`src/core/mtc_pkg.sv`:
```
package mtc_pkg;
  // Register indices on the 8-bit register port
  localparam logic [3:0] ADDR_STATUS_CONTROL = 4'h0;
  localparam logic [3:0] ADDR_COUNT_HIGH     = 4'h1;
  localparam logic [3:0] ADDR_COUNT_LOW      = 4'h2;
  localparam logic [3:0] ADDR_MOD_HIGH       = 4'h3;
  localparam logic [3:0] ADDR_MOD_LOW        = 4'h4;
  localparam logic [3:0] ADDR_CH0_SC         = 4'h5;
  localparam logic [3:0] ADDR_CH0_HIGH       = 4'h6;
  localparam logic [3:0] ADDR_CH0_LOW        = 4'h7;
  localparam logic [3:0] ADDR_CH1_SC         = 4'h8;
  localparam logic [3:0] ADDR_CH1_HIGH       = 4'h9;
  localparam logic [3:0] ADDR_CH1_LOW        = 4'hA;

  // Timer status and control field positions
  localparam int BIT_OVF   = 7;
  localparam int BIT_OVIE  = 6;
  localparam int BIT_HALT  = 5;
  localparam int BIT_CLR   = 4;
  localparam int BIT_PS_HI = 2;
  // Channel status and control field positions
  localparam int BIT_CHF   = 7;
  localparam int BIT_CHIE  = 6;
  localparam int BIT_MODE  = 4;
  localparam int BIT_EDGE1 = 3;
  localparam int BIT_EDGE0 = 2;

  // Reset and special values
  localparam logic [15:0] COUNT_RESET   = 16'h0000;
  localparam logic [15:0] MODULUS_RESET = 16'hFFFF;
  localparam logic [2:0]  PS_RESET      = 3'h0;
  localparam logic [2:0]  PS_EXTERNAL   = 3'h7;
  localparam logic [5:0]  PRESCALE_ZERO = 6'h00;
  localparam logic [7:0]  READ_ZERO     = 8'h00;

  // One 16-bit channel with its control bits
  typedef struct packed {
    logic        flag;
    logic        irq_en;
    logic        compare;
    logic [1:0]  edge_sel;
    logic [15:0] value;
    logic        capture_hold;
    logic        compare_hold;
    logic        clear_armed;
  } mtc_chan_s;
endpackage

```
`src/core/mtc_core.sv`:
```
// Functional notes
// - Stop input halts counting and flags; all state is kept.
// - Break state stops the counter from incrementing.
// - With break clear enable set, flags may be cleared during break.
// - With break clear enable low, accesses in break leave flags alone.
// - Prescale select 111 clocks the counter from the external pin.
// - External clock pin is forced to input while selected.
// - Overflow flag sets on the tick that wraps the counter from the modulus.
// - Overflow flag clears by read-with-set then write 0; new event wins.
// - Overflow request is flag and enable, masked while a modulus high byte waits; reset clears the enable.
// - Halt bit stops counting; reset sets it.
// - Clear bit zeroes counter and prescaler, self-clears, reads 0.
// - Halt and clear written together leave the counter stopped at 0.
// - Select codes 000..110 divide the bus clock by 1 to 64.
// - High count read latches low byte until low byte is read.
// - At the modulus the counter loads zero on the next tick.
// - Modulus high write suppresses overflow until low is written.
// - Modulus resets to all ones.
// - Channel flag sets on capture edge or compare match.
// - Channel flag clears by read-with-set then write 0 when enabled.
// - Counter updates once per tick in the bus clock domain.
`timescale 1ns/10ps
module mtc_core (
  // Clock and reset
  input  wire logic       CORE_CLK_I,
  input  wire logic       RST_B_I,
  // Register port
  input  wire logic [3:0] ADDR_I,
  input  wire logic [7:0] WDATA_I,
  input  wire logic       WR_I,
  input  wire logic       RD_I,
  output logic      [7:0] RDATA_O,
  // System state
  input  wire logic       STOP_MODE_I,
  input  wire logic       BREAK_I,
  input  wire logic       BREAK_CLEAR_EN_I,
  // Pins
  input  wire logic       EXT_CLK_I,
  output logic            EXT_CLK_IN_FORCE_O,
  input  wire logic       CH0_PIN_I,
  input  wire logic       CH1_PIN_I,
  // Interrupt requests
  output logic            OVF_IRQ_O,
  output logic            CH0_IRQ_O,
  output logic            CH1_IRQ_O
);

  // Timer state
  // Counter, modulus and prescaler; the modulus high byte waits in a
  // buffer until the low byte commits both halves together
  logic [15:0] count_r;
  logic [15:0] modulus_r;
  logic [7:0]  mod_high_buf_r;
  logic        mod_hold_r;
  logic [5:0]  prescale_r;
  logic [2:0]  ps_sel_r;
  logic        halt_r;
  logic        ovf_r;
  logic        ovf_ie_r;
  logic        ovf_armed_r;
  // Read-side latch for the count low byte and the sampled pin history;
  // the history feeds edge detection only, never a data path
  logic [7:0]  low_latch_r;
  logic        low_latched_r;
  logic        ext_d1_r;
  logic        ext_d2_r;
  logic [1:0]  ch0_pin_r;
  logic [1:0]  ch1_pin_r;
  // Channel state, one packed record per channel
  mtc_pkg::mtc_chan_s ch_r [2];

  // Decode of accesses; status flags cannot be armed or cleared in break without enable
  // Only the arming read and the clearing write are gated; ordinary
  // register writes still land during break so software can set up.
  // A clear armed before the break survives it and completes afterwards.
  wire flag_access = !BREAK_I || BREAK_CLEAR_EN_I;
  wire wr_sc   = WR_I && (ADDR_I == mtc_pkg::ADDR_STATUS_CONTROL);
  wire rd_sc   = RD_I && (ADDR_I == mtc_pkg::ADDR_STATUS_CONTROL);
  wire rd_cnth = RD_I && (ADDR_I == mtc_pkg::ADDR_COUNT_HIGH);
  wire rd_cntl = RD_I && (ADDR_I == mtc_pkg::ADDR_COUNT_LOW);
  wire wr_modh = WR_I && (ADDR_I == mtc_pkg::ADDR_MOD_HIGH);
  wire wr_modl = WR_I && (ADDR_I == mtc_pkg::ADDR_MOD_LOW);
  wire clr_req = wr_sc && WDATA_I[mtc_pkg::BIT_CLR];

  // Prescaler tap: divide by 2^select, all ones on the chosen width
  // Select 0 gives an empty mask, so every run cycle is a tick;
  // select 6 needs six ones, one tick in sixty-four
  function automatic logic tap_hit(input logic [5:0] pre,
                                   input logic [2:0] sel);
    logic [5:0] mask;
    mask = 6'(6'h3F >> (3'd6 - sel));
    return (pre & mask) == mask;
  endfunction

  // Edge select test used by both capture channels
  // Bit 0 of the pin history is the newer sample, bit 1 the older;
  // enabling both edge bits captures on either edge
  function automatic logic edge_hit(input logic [1:0] pin,
                                    input logic [1:0] sel);
    return (sel[0] && pin[0] && !pin[1]) ||
           (sel[1] && !pin[0] && pin[1]);
  endfunction

  // Tick generation: the external pin is sampled, so it must be slow
  // A free-running source faster than half the bus rate loses edges
  // here, and nothing reports that loss to software.
  // At the modulus the counter wraps to zero and flags on the same tick;
  // a modulus below the current count lets it run through all ones first
  wire ext_rise  = ext_d1_r && !ext_d2_r;
  wire use_ext   = (ps_sel_r == mtc_pkg::PS_EXTERNAL);
  wire run       = !halt_r && !BREAK_I && !STOP_MODE_I;
  wire int_tick  = tap_hit(prescale_r, ps_sel_r);
  wire tick      = run && (use_ext ? ext_rise : int_tick);
  wire at_mod    = (count_r == modulus_r);
  wire ovf_set   = tick && at_mod && !mod_hold_r;
  wire [15:0] count_nxt = at_mod ? mtc_pkg::COUNT_RESET
                                 : 16'(count_r + 16'h0001);

  // Overflow flag two-step clear, set wins over the clear
  // The clear acts only once the arming read has seen the flag set;
  // writing one to the flag bit never changes it
  wire ovf_clear = wr_sc && flag_access && ovf_armed_r &&
                   !WDATA_I[mtc_pkg::BIT_OVF];

  // Read data selection; clear bit always reads zero
  // Unmapped indices read zero; the channel byte keeps bit 5 empty
  // so the mode bit sits where software expects it
  wire [7:0] sc_rd = {ovf_r, ovf_ie_r, halt_r, 1'b0, 1'b0, ps_sel_r};
  function automatic logic [7:0] ch_sc(input mtc_pkg::mtc_chan_s c);
    return {c.flag, c.irq_en, 1'b0, c.compare, c.edge_sel, 2'b00};
  endfunction
  logic [7:0] rd_mux;
  always_comb begin
    case (ADDR_I)
      mtc_pkg::ADDR_STATUS_CONTROL: rd_mux = sc_rd;
      mtc_pkg::ADDR_COUNT_HIGH:     rd_mux = count_r[15:8];
      mtc_pkg::ADDR_COUNT_LOW:      rd_mux = low_latched_r ? low_latch_r
                                                           : count_r[7:0];
      mtc_pkg::ADDR_MOD_HIGH:       rd_mux = modulus_r[15:8];
      mtc_pkg::ADDR_MOD_LOW:        rd_mux = modulus_r[7:0];
      mtc_pkg::ADDR_CH0_SC:         rd_mux = ch_sc(ch_r[0]);
      mtc_pkg::ADDR_CH0_HIGH:       rd_mux = ch_r[0].value[15:8];
      mtc_pkg::ADDR_CH0_LOW:        rd_mux = ch_r[0].value[7:0];
      mtc_pkg::ADDR_CH1_SC:         rd_mux = ch_sc(ch_r[1]);
      mtc_pkg::ADDR_CH1_HIGH:       rd_mux = ch_r[1].value[15:8];
      mtc_pkg::ADDR_CH1_LOW:        rd_mux = ch_r[1].value[7:0];
      default:                      rd_mux = mtc_pkg::READ_ZERO;
    endcase
  end

  // Read data register, valid only the cycle after the strobe
  // Returning zero outside the read slot keeps a shared bus quiet
  // and makes a stale value impossible to mistake for fresh data
  always_ff @(posedge CORE_CLK_I or negedge RST_B_I) begin
    if (!RST_B_I) begin
      RDATA_O <= mtc_pkg::READ_ZERO;
    end else begin
      RDATA_O <= RD_I ? rd_mux : mtc_pkg::READ_ZERO;
    end
  end

  // Pin sampling; second stage only feeds the edge detectors
  // Reset values match a low idle pin; a pin resting high would give
  // one false rising edge after reset if a channel captured on rises.
  // Sampling keeps running in stop; the stop gate sits on the capture.
  always_ff @(posedge CORE_CLK_I or negedge RST_B_I) begin
    if (!RST_B_I) begin
      ext_d1_r  <= 1'b0;
      ext_d2_r  <= 1'b0;
      ch0_pin_r <= 2'b00;
      ch1_pin_r <= 2'b00;
    end else begin
      ext_d1_r  <= EXT_CLK_I;
      ext_d2_r  <= ext_d1_r;
      ch0_pin_r <= {ch0_pin_r[0], CH0_PIN_I};
      ch1_pin_r <= {ch1_pin_r[0], CH1_PIN_I};
    end
  end

  // Control register and counter; clear beats a tick in the same cycle
  // The halt bit written together with the clear bit lands on the same
  // edge, so the counter stops at zero with no extra tick.
  // The prescaler only advances while running, so a halt keeps phase
  // and counting resumes mid-period unless software also clears it.
  always_ff @(posedge CORE_CLK_I or negedge RST_B_I) begin
    if (!RST_B_I) begin
      halt_r     <= 1'b1;
      ovf_ie_r   <= 1'b0;
      ps_sel_r   <= mtc_pkg::PS_RESET;
      count_r    <= mtc_pkg::COUNT_RESET;
      prescale_r <= mtc_pkg::PRESCALE_ZERO;
    end else begin
      if (wr_sc) begin
        halt_r   <= WDATA_I[mtc_pkg::BIT_HALT];
        ovf_ie_r <= WDATA_I[mtc_pkg::BIT_OVIE];
        ps_sel_r <= WDATA_I[mtc_pkg::BIT_PS_HI:0];
      end
      if (clr_req) begin
        count_r    <= mtc_pkg::COUNT_RESET;
        prescale_r <= mtc_pkg::PRESCALE_ZERO;
      end else begin
        if (run) prescale_r <= 6'(prescale_r + 6'h01);
        if (tick) count_r <= count_nxt;
      end
    end
  end

  // Modulus pair with high-byte buffer and overflow suppression
  // The old modulus keeps governing the wrap while the high byte waits,
  // only the flag and its request are held back until the low write
  always_ff @(posedge CORE_CLK_I or negedge RST_B_I) begin
    if (!RST_B_I) begin
      modulus_r      <= mtc_pkg::MODULUS_RESET;
      mod_high_buf_r <= mtc_pkg::MODULUS_RESET[15:8];
      mod_hold_r     <= 1'b0;
    end else if (wr_modh) begin
      mod_high_buf_r <= WDATA_I;
      mod_hold_r     <= 1'b1;
    end else if (wr_modl) begin
      modulus_r  <= {mod_high_buf_r, WDATA_I};
      mod_hold_r <= 1'b0;
    end
  end

  // Overflow flag with two-step clear; a new overflow disarms the clear
  // Reset drops the flag and any pending arm; the enable lives in the
  // control register block. A set in the clearing cycle wins, so an
  // overflow can never be lost to a clear that was already under way.
  always_ff @(posedge CORE_CLK_I or negedge RST_B_I) begin
    if (!RST_B_I) begin
      ovf_r       <= 1'b0;
      ovf_armed_r <= 1'b0;
    end else begin
      if (ovf_set) begin
        ovf_r       <= 1'b1;
        ovf_armed_r <= 1'b0;
      end else if (ovf_clear) begin
        ovf_r       <= 1'b0;
        ovf_armed_r <= 1'b0;
      end else if (rd_sc && ovf_r && flag_access) begin
        ovf_armed_r <= 1'b1;
      end
    end
  end

  // Count low-byte latch on a high-byte read
  // A latch left set across a break keeps the old low byte until the
  // next low-byte read, so software should release it before resuming.
  // A lone low-byte read with no latch set returns the live count.
  always_ff @(posedge CORE_CLK_I or negedge RST_B_I) begin
    if (!RST_B_I) begin
      low_latch_r   <= mtc_pkg::READ_ZERO;
      low_latched_r <= 1'b0;
    end else if (rd_cntl) begin
      low_latched_r <= 1'b0;
    end else if (rd_cnth && !low_latched_r) begin
      low_latch_r   <= count_r[7:0];
      low_latched_r <= 1'b1;
    end
  end

  // Channels: capture or compare, two-step flag clear per channel
  // A capture-mode high read holds captures until the low read;
  // a compare-mode high write holds compares until the low write.
  // The flag clear needs the interrupt enable; with it off the flag stays
  for (genvar i = 0; i < 2; i++) begin : g_ch
    // Per-channel register indices and pin history
    localparam logic [3:0] A_SC = i ? mtc_pkg::ADDR_CH1_SC
                                    : mtc_pkg::ADDR_CH0_SC;
    localparam logic [3:0] A_HI = i ? mtc_pkg::ADDR_CH1_HIGH
                                    : mtc_pkg::ADDR_CH0_HIGH;
    localparam logic [3:0] A_LO = i ? mtc_pkg::ADDR_CH1_LOW
                                    : mtc_pkg::ADDR_CH0_LOW;
    wire [1:0] pin = i ? ch1_pin_r : ch0_pin_r;
    // Per-channel access decodes
    wire c_wr_sc = WR_I && (ADDR_I == A_SC);
    wire c_rd_sc = RD_I && (ADDR_I == A_SC);
    wire c_wr_hi = WR_I && (ADDR_I == A_HI);
    wire c_wr_lo = WR_I && (ADDR_I == A_LO);
    wire c_rd_hi = RD_I && (ADDR_I == A_HI);
    wire c_rd_lo = RD_I && (ADDR_I == A_LO);
    // Capture runs off pin edges even while the counter is halted
    wire cap = !ch_r[i].compare && !ch_r[i].capture_hold &&
               !STOP_MODE_I && edge_hit(pin, ch_r[i].edge_sel);
    wire cmp = ch_r[i].compare && !ch_r[i].compare_hold && tick &&
               (count_r == ch_r[i].value);
    wire ev  = cap || cmp;
    // Value, control bits and flag of one channel; an event beats a clear
    wire clr = c_wr_sc && flag_access && ch_r[i].irq_en &&
               ch_r[i].clear_armed && !WDATA_I[mtc_pkg::BIT_CHF];
    always_ff @(posedge CORE_CLK_I or negedge RST_B_I) begin
      if (!RST_B_I) begin
        ch_r[i] <= '0;
      end else begin
        if (c_wr_sc) begin
          ch_r[i].irq_en   <= WDATA_I[mtc_pkg::BIT_CHIE];
          ch_r[i].compare  <= WDATA_I[mtc_pkg::BIT_MODE];
          ch_r[i].edge_sel <= WDATA_I[mtc_pkg::BIT_EDGE1:
                                      mtc_pkg::BIT_EDGE0];
        end
        if (cap) ch_r[i].value <= count_r;
        else if (c_wr_hi) begin
          ch_r[i].value[15:8]   <= WDATA_I;
          ch_r[i].compare_hold  <= ch_r[i].compare;
        end else if (c_wr_lo) begin
          ch_r[i].value[7:0]    <= WDATA_I;
          ch_r[i].compare_hold  <= 1'b0;
        end
        if (c_rd_hi && !ch_r[i].compare) ch_r[i].capture_hold <= 1'b1;
        else if (c_rd_lo) ch_r[i].capture_hold <= 1'b0;
        if (ev) begin
          ch_r[i].flag        <= 1'b1;
          ch_r[i].clear_armed <= 1'b0;
        end else if (clr) begin
          ch_r[i].flag        <= 1'b0;
          ch_r[i].clear_armed <= 1'b0;
        end else if (c_rd_sc && ch_r[i].flag && flag_access) begin
          ch_r[i].clear_armed <= 1'b1;
        end
      end
    end
  end

  // Registered request and pin-direction outputs
  // Requests are registered, so they trail their flag by one cycle.
  // The force-input level follows select 111 alone, whatever the port
  // direction setting holds, so the pin cannot fight the clock source
  always_ff @(posedge CORE_CLK_I or negedge RST_B_I) begin
    if (!RST_B_I) begin
      OVF_IRQ_O          <= 1'b0;
      CH0_IRQ_O          <= 1'b0;
      CH1_IRQ_O          <= 1'b0;
      EXT_CLK_IN_FORCE_O <= 1'b0;
    end else begin
      OVF_IRQ_O <= ovf_r && ovf_ie_r && !mod_hold_r;
      CH0_IRQ_O <= ch_r[0].flag && ch_r[0].irq_en;
      CH1_IRQ_O <= ch_r[1].flag && ch_r[1].irq_en;
      EXT_CLK_IN_FORCE_O <= use_ext;
    end
  end

endmodule

```
`config.mk`:
```
export PLATFORM = sky130hd
export DESIGN_NAME = mtc_core
export DESIGN_NICKNAME = d
export VERILOG_FILES = /design/src/core/mtc_pkg.sv /design/src/core/mtc_core.sv
export SDC_FILE = /design/constraint.sdc
export NUM_CORES = 1
export LEC_CHECK = 0
export ABC_AREA = 1
export BUFFER_PORTS_ARGS = -buffer_cell sky130_fd_sc_hd__buf_2
export CAP_MARGIN = 0
export CORE_MARGIN = 4
export CORE_UTILIZATION = 60
export DETAILED_ROUTE_END_ITERATION = 10
export PLACE_DENSITY = 0.78
export SYNTH_ARGS = -nofsm -noshare
export SYNTH_HDL_FRONTEND = slang
export SYNTH_SLANG_ARGS = --single-unit
export TNS_END_PERCENT = 1
```
`constraint.sdc`:
```
create_clock -name CORE_CLK_I -period 2.4 [get_ports CORE_CLK_I]
set_input_delay 0.24 -clock CORE_CLK_I [delete_from_list [all_inputs] [get_ports CORE_CLK_I]]
set_output_delay 0.24 -clock CORE_CLK_I [all_outputs]
set_load 0.02 [all_outputs]
```
==> results of run 1 <==
## worst min path at each step
stage,to,slack (ns)
3_5_place_dp,prescale_r[3],0.26
3_3_place_gp,ext_d1_r,0.26
6_report,ch_r[44],0.06
4_1_cts,ch_r[44],0.05
2_1_floorplan,CH0_IRQ_O,-0.06
5_1_grt,ch_r[44],0.07
## registers in the layout (all words and copies together) (netlist names), 2 cells and up
name / flops
prescale_r: 6
ch0_pin_r: 2
RDATA_O: 8
ps_sel_r: 3
ch1_pin_r: 2
low_latch_r: 8
count_r: 16
modulus_r: 16
mod_high_buf_r: 8
ch_r: 48
## worst reg2reg max path, delay by kind of cell (launching register included)
family	cells	cell delay, ns
flip-flops	1	0.43
AO/OA/AOI/OAI	1	0.08
adder cells (fa/ha/maj)	2	0.54
AND/OR/NAND/NOR	8	0.80
buffers and inverters	2	0.21
## power by group
group | internal, mW | switching [mW]
Sequential | 2.68 | 0.349
Combinational | 0.623 | 1.19
Clock | 1.83 | 1.03
## synth_stat cells (all sizes together) (3+ instances only)
master / number / area (sq um)
ha: 6 / 75.07
inv: 138 / 518.0
nor3: 15 / 80.08
dfstp: 25 / 656.9
o22ai: 19 / 118.9
o21ai: 75 / 409.2
nand4: 31 / 193.9
dfrtp: 104 / 2603
o221ai: 32 / 280.3
nand2: 346 / 1339
nand3: 25 / 125.1
clkbuf: 4 / 15.01
o21a: 3 / 22.52
nand3b: 3 / 22.52
nor2: 118 / 521.7
buf: 29 / 210.2
a21oi: 14 / 70.07
xor2: 10 / 87.58
## timing repair
item | CTS | global route
setup endpoints to repair | 0 | 0
hold buffers | 4 | 0
hold endpoints to repair | 52 | 0
buffers inserted | 0 | 0
## layout by cell type, fill, tap and decap left out, types with 3 or more instances in the layout
master         synthesis  layout
a21oi_1               14      14
buf_4                 19      29
nand3b_1               3       3
buf_2                  6      32
inv_6                  0       3
ha_1                   6       6
xor2_1                10      10
o22ai_1               19      19
o21ai_2                9       9
o21ai_0               64      64
nor3_1                14      14
nand2_4                3       3
inv_1                132     132
nor2_4                 6       6
inv_2                  6       6
dlygate4sd3_1          0       4
nor2_2                 7       7
nand3_1               25      25
o221ai_1              32      32
clkbuf_16              0      17
dfstp_2               25      25
clkbuf_8               0       3
bufinv_16              0       4
nand4_1               31      31
nor2_1               104     104
o21a_1                 3       3
nand2_1              336     336
dfrtp_1              104     104
nand2_2                7       7
## kinds of logic (layout without fill, tap and decap cells)
| group | Yosys count | after routing |
|---|---|---|
| buf+inv | 173 | 240 |
| simple gates | 542 | 542 |
| compound gates | 152 | 152 |
| fa+ha+maj | 6 | 6 |
| flops | 129 | 129 |
| xor+xnor | 11 | 11 |
## area by class of cell
cell class	count	area (sq um)	area share
clock inverter	11	175.2	0.02043
timing repair buffer	68	469.2	0.05471
sequential	129	3259	0.3801
clock buffer	21	470.5	0.05486
inverter	140	539.3	0.06288
multi-input combinational	711	3452	0.4025
tap	168	210.2	0.02451
## per-layer routing
metal / share of wire / vias to the layer above / routed length (um) / track usage
li1: - / 3364 / - / -
met1: 0.39 / 3425 / 9534 / 0.4851
met2: 0.42 / 523 / 10410 / 0.5141
met3: 0.13 / 110 / 3181 / 0.09896
met4: 0.058 / 0 / 1420 / 0.1918
met5: 0 / - / 0 / 0
==> out/qor.csv, run 1 <==
stage,metric,value,unit
status,status,"complete, no violations",
worst_setup_path,r2r setup slk,0.30,ns
synth,post-synthesis sequential area ratio,0.4360,
pwr,Lkg Pwr,4.285,nW
cts,clk buf depth,2,
synth,Post-Syn Nets,1041,
global_routing,first-pass GRT wire length,38540,um
worst_setup_path,critical path arrival,2.47,ns
detailed_routing,via count,7422,
die,total core area,12110,sq um
global_routing,number of global-route vias before repair,7089,
cts,CTS tree,built,
placement,Cells after DPL,1212,
global_routing,initial antenna violation count,0,
synth,Synth Area in Simple Gates,0.3090,
die,# IOs,34,
sta,setup TNS,0,ns
synth,"EDFF count, synth",0,
detailed_routing,DRC viols,0,
synth,Cells after Synth,1013,
min_path,Hold WC Path Type,in2reg,
worst_setup_path,R2R Path End,count_r[2],
cts,clk_lat worst skew,0.44,ns
cts,CTS root buf,clkbuf_16,
finish,fraction of layout cells with a size suffix above 1,0.1500,
synth,synthesized-area fraction occupied by adder cells,0.01004,
pwr,peak supply drop,0.0006930,V
worst_setup_path,critical path's most frequent cell,nand2_1,
cts,post-cts sizing count,0,
worst_setup_path,worst setup path end,count_r[2],
detailed_routing,Detailed Route WL,24550,um
sta,Slew headroom,0.5977,
worst_setup_path,Buf/Inv on CP,2,
cts,htree depth,4,
min_path,hold depth,3,
flow_run,# Max-Cap Violations,0,
worst_setup_path,Levels on crit path,13,
detailed_routing,WL/cell,19.67,um
finish,final core occ,0.7081,
worst_setup_path,"Slowest-stage cell, CP",dfrtp_1,
sta,Worst Hold Slack,0.06077,ns
detailed_routing,DRT Pass-1 Iters,6,
die,starting density of the core,0.6173,
sta,Final setup viols,0,
finish,Post-Layout Cell Count,1248,
min_path,min-delay src,WDATA_I[3],
pwr,power density over the cells,898.9,nW/um^2
die,Die Wd,119.6,um
finish,final instance area,8576,sq um
worst_setup_path,worst-case reg-to-reg path depth,13,
worst_setup_path,crit-path max FO,21,
sta,min Tclk post-route,2.103,ns
placement,GPL Wtd Cong,1.080,
finish,final net count,1095,
die,Die Area,14310,sq um
finish,antenna cells,0,
detailed_routing,starting DRC count in detailed routing,1326,
sta,setup ws final,0.2966,ns
synth,Syn. warnings,0,
finish,# fillers,990,
detailed_routing,post-route ant nets,0,
placement,Final HPWL DP,17880,um
synth,largest family of logic cells by synthesized area,simple AND/OR/NAND/NOR gates,
sta,Final period util,0.8764,
synth,Synth Area in Compound Gates,0.1299,
worst_setup_path,Setup crit end kind,register,
sta,Max Freq,475.4,MHz
synth,Mapped Area,7476,sq um
placement,Post-DP Area,7890,sq um
die,height of the die,119.6,um
worst_setup_path,critical path startpoint category,register,
placement,"worst slack, placed",0.3228,ns
placement,Buffers on Ports,33,
global_routing,largest net degree at the start of global routing,62,
sta,"Slew Viols, Final",0,
sta,Worst-Margin Slew,0.6034,ns
pwr,total power draw,7.708,mW
sta,Clock Skew,0.01292,ns
synth,library cells used by synthesis,42,
worst_setup_path,reg2reg start,ps_sel_r[1],
sta,RSZ-0062 raised after global routing,no,
sta,endpoints failing hold,0,
worst_setup_path,Slowest Stage Delay on Critical Path,0.43,ns
worst_setup_path,worst-path cell chain,ha_1 > ha_1 > inv_1 > nand2_1 > nand2_1 > nand2_1 > nor2_1 > nand2_1 > a21boi_2 > buf_12 > nor2_4 > nand2_1 > nand2_1,
cts,CTS buffer count,17,
cts,Clock Sinks,129,
die,Placement Rows,40,
worst_setup_path,"delay-heaviest family, CP",simple AND/OR/NAND/NOR gates,
global_routing,grt ovf,0,
worst_setup_path,Critical Path RT,2.77,ns
synth,Seq cells post-synth,129,
synth,asr flop ratio synth,1.000,
detailed_routing,vias per inst,5.947,
cts,"Reg clk slew, reported paths",0.06,ns
synth,multiplexer share of the synthesized area,0,
worst_setup_path,CP Launch Point,ps_sel_r[1],
synth,Post-Syn Area per Cell,7.380,sq um
finish,area delta synth->final,14.71,%
synth,"Primary FF master, synth",dfrtp_1,
synth,xor/xnor cell area share of the yosys netlist,0.01289,
worst_setup_path,Setup CP Type,reg2reg,
global_routing,gr usage total,0.3553,
Note: power is estimated with default switching activity, not from simulation.
==> inputs of run 2 (changes only) <==
--- a/config.mk
+++ b/config.mk
@@ -5,7 +5,7 @@
 export SDC_FILE = /design/constraint.sdc
 export NUM_CORES = 1
 export LEC_CHECK = 0
-export ABC_AREA = 1
+export ABC_AREA = 0
 export BUFFER_PORTS_ARGS = -buffer_cell sky130_fd_sc_hd__buf_2
 export CAP_MARGIN = 0
 export CORE_MARGIN = 4
==> out/qor.csv, run 2 <==
stage,metric,value,unit,change
worst_setup_path,reg2reg start,ps_sel_r[1],,
synth,Syn. warnings,0,,unchanged
placement,Post-DP Area,7475,sq um,-5.3%
synth,Seq cells post-synth,129,,unchanged
detailed_routing,Detailed Route WL,20810,um,-15%
min_path,Hold WC Path Type,in2reg,,
worst_setup_path,CP Launch Point,ps_sel_r[1],,
cts,CTS root buf,clkbuf_16,,
finish,final instance area,8051,sq um,-6.1%
worst_setup_path,Levels on crit path,8,,-5
cts,clk_lat worst skew,0.44,ns,about the same
global_routing,largest net degree at the start of global routing,54,,-13%
die,# IOs,34,,unchanged
sta,setup TNS,0,ns,unchanged
sta,Clock Skew,0.01371,ns,+0.0007952 ns
placement,"worst slack, placed",0.02484,ns,-0.2979 ns
global_routing,M3 GR Usage,0.08303,,-0.01593
global_routing,met1 Usage GRT,0.4213,,-0.06385
sta,min Tclk post-route,2.265,ns,+0.1612 ns
die,Die Wd,115.9,um,-3.1%
finish,antenna cells,0,,unchanged
synth,library cells used by synthesis,63,,+50%
worst_setup_path,Setup CP Type,reg2reg,,
worst_setup_path,Buf/Inv on CP,1,,-1
sta,Final period util,0.9436,,+0.06717
detailed_routing,DRT Pass-1 Iters,5,,-1
worst_setup_path,R2R Path End,count_r[15],,
synth,"area leader, netlist",dfrtp_1,,
sta,RSZ-0062 raised after global routing,no,,
detailed_routing,post-route ant nets,0,,unchanged
placement,Final HPWL DP,14900,um,-17%
worst_setup_path,crit-path max FO,14,,-33%
global_routing,initial antenna violation count,0,,unchanged
die,starting density of the core,0.6114,,-0.005812
finish,largest registers,"ch_r x48, count_r x16, modulus_r x16",,
cts,Clock Sinks,129,,unchanged
sta,setup ws final,0.1354,ns,-0.1612 ns
pwr,total power draw,7.368,mW,-4.4%
worst_setup_path,critical path arrival,2.62,ns,+0.15 ns
synth,post-synthesis sequential area ratio,0.4668,,+0.03086
synth,most frequent cell after synthesis,dfrtp_1,,
global_routing,grt ovf,0,,unchanged
sta,endpoints failing hold,0,,unchanged
worst_setup_path,worst-case reg-to-reg path depth,8,,-5
cts,CTS tree,built,,
global_routing,gr usage total,0.3294,,-0.02594
die,total core area,11420,sq um,-5.7%
synth,Area contributors post-synth,"dfrtp_1 37%, dfstp_2 9.4%, mux2i_1 6.9%",,
sta,"Slew Viols, Final",0,,unchanged
worst_setup_path,"delay-heaviest family, CP",simple AND/OR/NAND/NOR gates,,
synth,Post-Syn Area per Cell,10.16,sq um,+38%
synth,Mapped Area,6982,sq um,-6.6%
synth,Synth top cells by count,"104 x dfrtp_1, 80 x nand2_1, 57 x o21ai_0",,
finish,"commonest non-fill, non-tap cells in the layout","104 x dfrtp_1, 80 x nand2_1, 57 x o21ai_0",,
detailed_routing,WL/cell,23.28,um,+18%
finish,fraction of layout cells with a size suffix above 1,0.2557,,+0.1057
pwr,power density over the cells,915.2,nW/um^2,+1.8%
placement,Cells after DPL,858,,-29%
finish,Top reg by flops,ch_r,,
synth,Cells after Synth,687,,-32%
die,Die Area,13430,sq um,-6.2%
die,Placement Rows,39,,-2.5%
cts,CTS buffer count,17,,unchanged
global_routing,global route hottest layer,met2,,
worst_setup_path,"Slowest-stage cell, CP",or4_1,,
detailed_routing,vias per inst,6.506,,+9.4%
status,status,"complete, no violations",,
worst_setup_path,r2r setup slk,0.14,ns,-0.16 ns
sta,Worst-Margin Slew,0.6676,ns,+0.06423 ns
finish,final net count,766,,-30%
global_routing,number of global-route vias before repair,5889,,-17%
detailed_routing,starting DRC count in detailed routing,617,,-53%
detailed_routing,DRC viols,0,,unchanged
sta,Max Freq,441.6,MHz,-7.1%
detailed_routing,via count,5816,,-22%
flow_run,# Max-Cap Violations,0,,unchanged
finish,"most common cell after layout, fill and taps aside",dfrtp_1,,
worst_setup_path,worst-path cell chain,buf_4 > ha_1 > o21ai_0 > o31ai_4 > and3_4 > nor2_4 > or4_1 > a21oi_1,,
cts,"Reg clk slew, reported paths",0.06,ns,about the same
worst_setup_path,Critical Path RT,2.75,ns,-0.02 ns
global_routing,met2 Resource Use GR,0.5251,,+0.01100
sta,Slew headroom,0.5540,,-0.04374
sta,Final setup viols,0,,unchanged
finish,area delta synth->final,15.32,%,
synth,top cell type's share of synthesized area,0.3728,,+0.02464
worst_setup_path,worst setup path end,count_r[15],,
die,height of the die,115.9,um,-3.1%
worst_setup_path,Slowest Stage Delay on Critical Path,0.53,ns,+0.10 ns
pwr,Lkg Pwr,3.701,nW,-14%
synth,Post-Syn Nets,715,,-31%
global_routing,first-pass GRT wire length,32700,um,-15%
placement,Buffers on Ports,33,,unchanged
synth,asr flop ratio synth,1.000,,unchanged
placement,GPL Wtd Cong,0.9768,,-9.5%
worst_setup_path,Setup crit end kind,register,,
pwr,peak supply drop,0.0008187,V,+18%
cts,htree depth,4,,unchanged
synth,"EDFF count, synth",0,,unchanged
finish,Post-Layout Cell Count,894,,-28%
cts,clk buf depth,2,,unchanged
finish,max reg flops,48,,unchanged
worst_setup_path,critical path startpoint category,register,,
synth,"Primary FF master, synth",dfrtp_1,,
==> run 2: changes by cell type in the layout (fill, tap and decap cells not counted), moves of 19 or more <==
cell	delta
nor2_1	-64
mux2_2	+42
nand2_1	-256
nand4_1	-19
o221ai_1	-31
inv_1	-122
xnor2_1	+31
mux2i_1	+48
==> run 2: worst reg2reg max path: stages, from the launching register on <==
cell and delay (ns):
dfrtp_1 0.38, buf_4 0.16, ha_1 0.28, o21ai_0 0.13, o31ai_4 0.22, and3_4 0.25, nor2_4 0.08, or4_1 0.53
a21oi_1 0.17
==> run 2: repair_timing <==
action	4_1_cts	5_1_grt
hold endpoints to repair	23	0
buffers inserted	0	0
resized for setup	0	3
hold buffers	4	0
setup endpoints to repair	0	8
==> run 2: layout make-up <==
cell class	count	area, sq um
Multi-Input combinational cell	501	3508
Fill cell	836	3367
Sequential cell	129	3259
Timing Repair Buffer	79	548.0
Clock buffer	23	457.9
Tap cell	143	178.9
Clock inverter	9	61.31
Inverter	10	37.54
==> run 2: cells by family after synthesis <==
group           share of synthesized area
compound gates                     0.1283
xor+xnor                          0.07527
fa+ha+maj                         0.01075
buf+inv                           0.03495
flops                              0.4668
mux                                0.1366
simple gates                       0.1473
==> run 2: power by group <==
| part | switching [mW] | internal [mW] |
|---|---|---|
| clock network | 0.947 | 1.34 |
| registers | 0.552 | 2.77 |
| logic | 0.934 | 0.827 |
| total | 2.43 | 4.94 |
==> run 2: stage by stage <==
| step | util | hold WS (ns) |
|---|---|---|
| floorplan | - | -0.05559 |
| global placement | 0.6546 | 0.1566 |
| detailed placement | 0.6546 | 0.1650 |
| CTS | 0.7036 | 0.1188 |
| global route | 0.7051 | 0.1238 |
| finish | 0.7051 | 0.1261 |
==> run 2: per-layer routing <==
metal	vias to the layer above	share of wire
met5	-	0
met2	334	0.48
met3	78	0.082
li1	2546	-
met4	0	0.041
met1	2858	0.40
==> run 2: how the worst min path moves through the flow <==
stage,start,end,slack [ns],cells after the start
after floorplan,RST_B_I,CH0_IRQ_O,-0.06,0
after global placement,RST_B_I,CH0_IRQ_O,0.16,1
after detailed placement,RST_B_I,CH0_IRQ_O,0.17,1
after CTS,WDATA_I[5],halt_r,0.12,3
after global routing,WDATA_I[5],halt_r,0.12,3
final,WDATA_I[5],halt_r,0.13,3
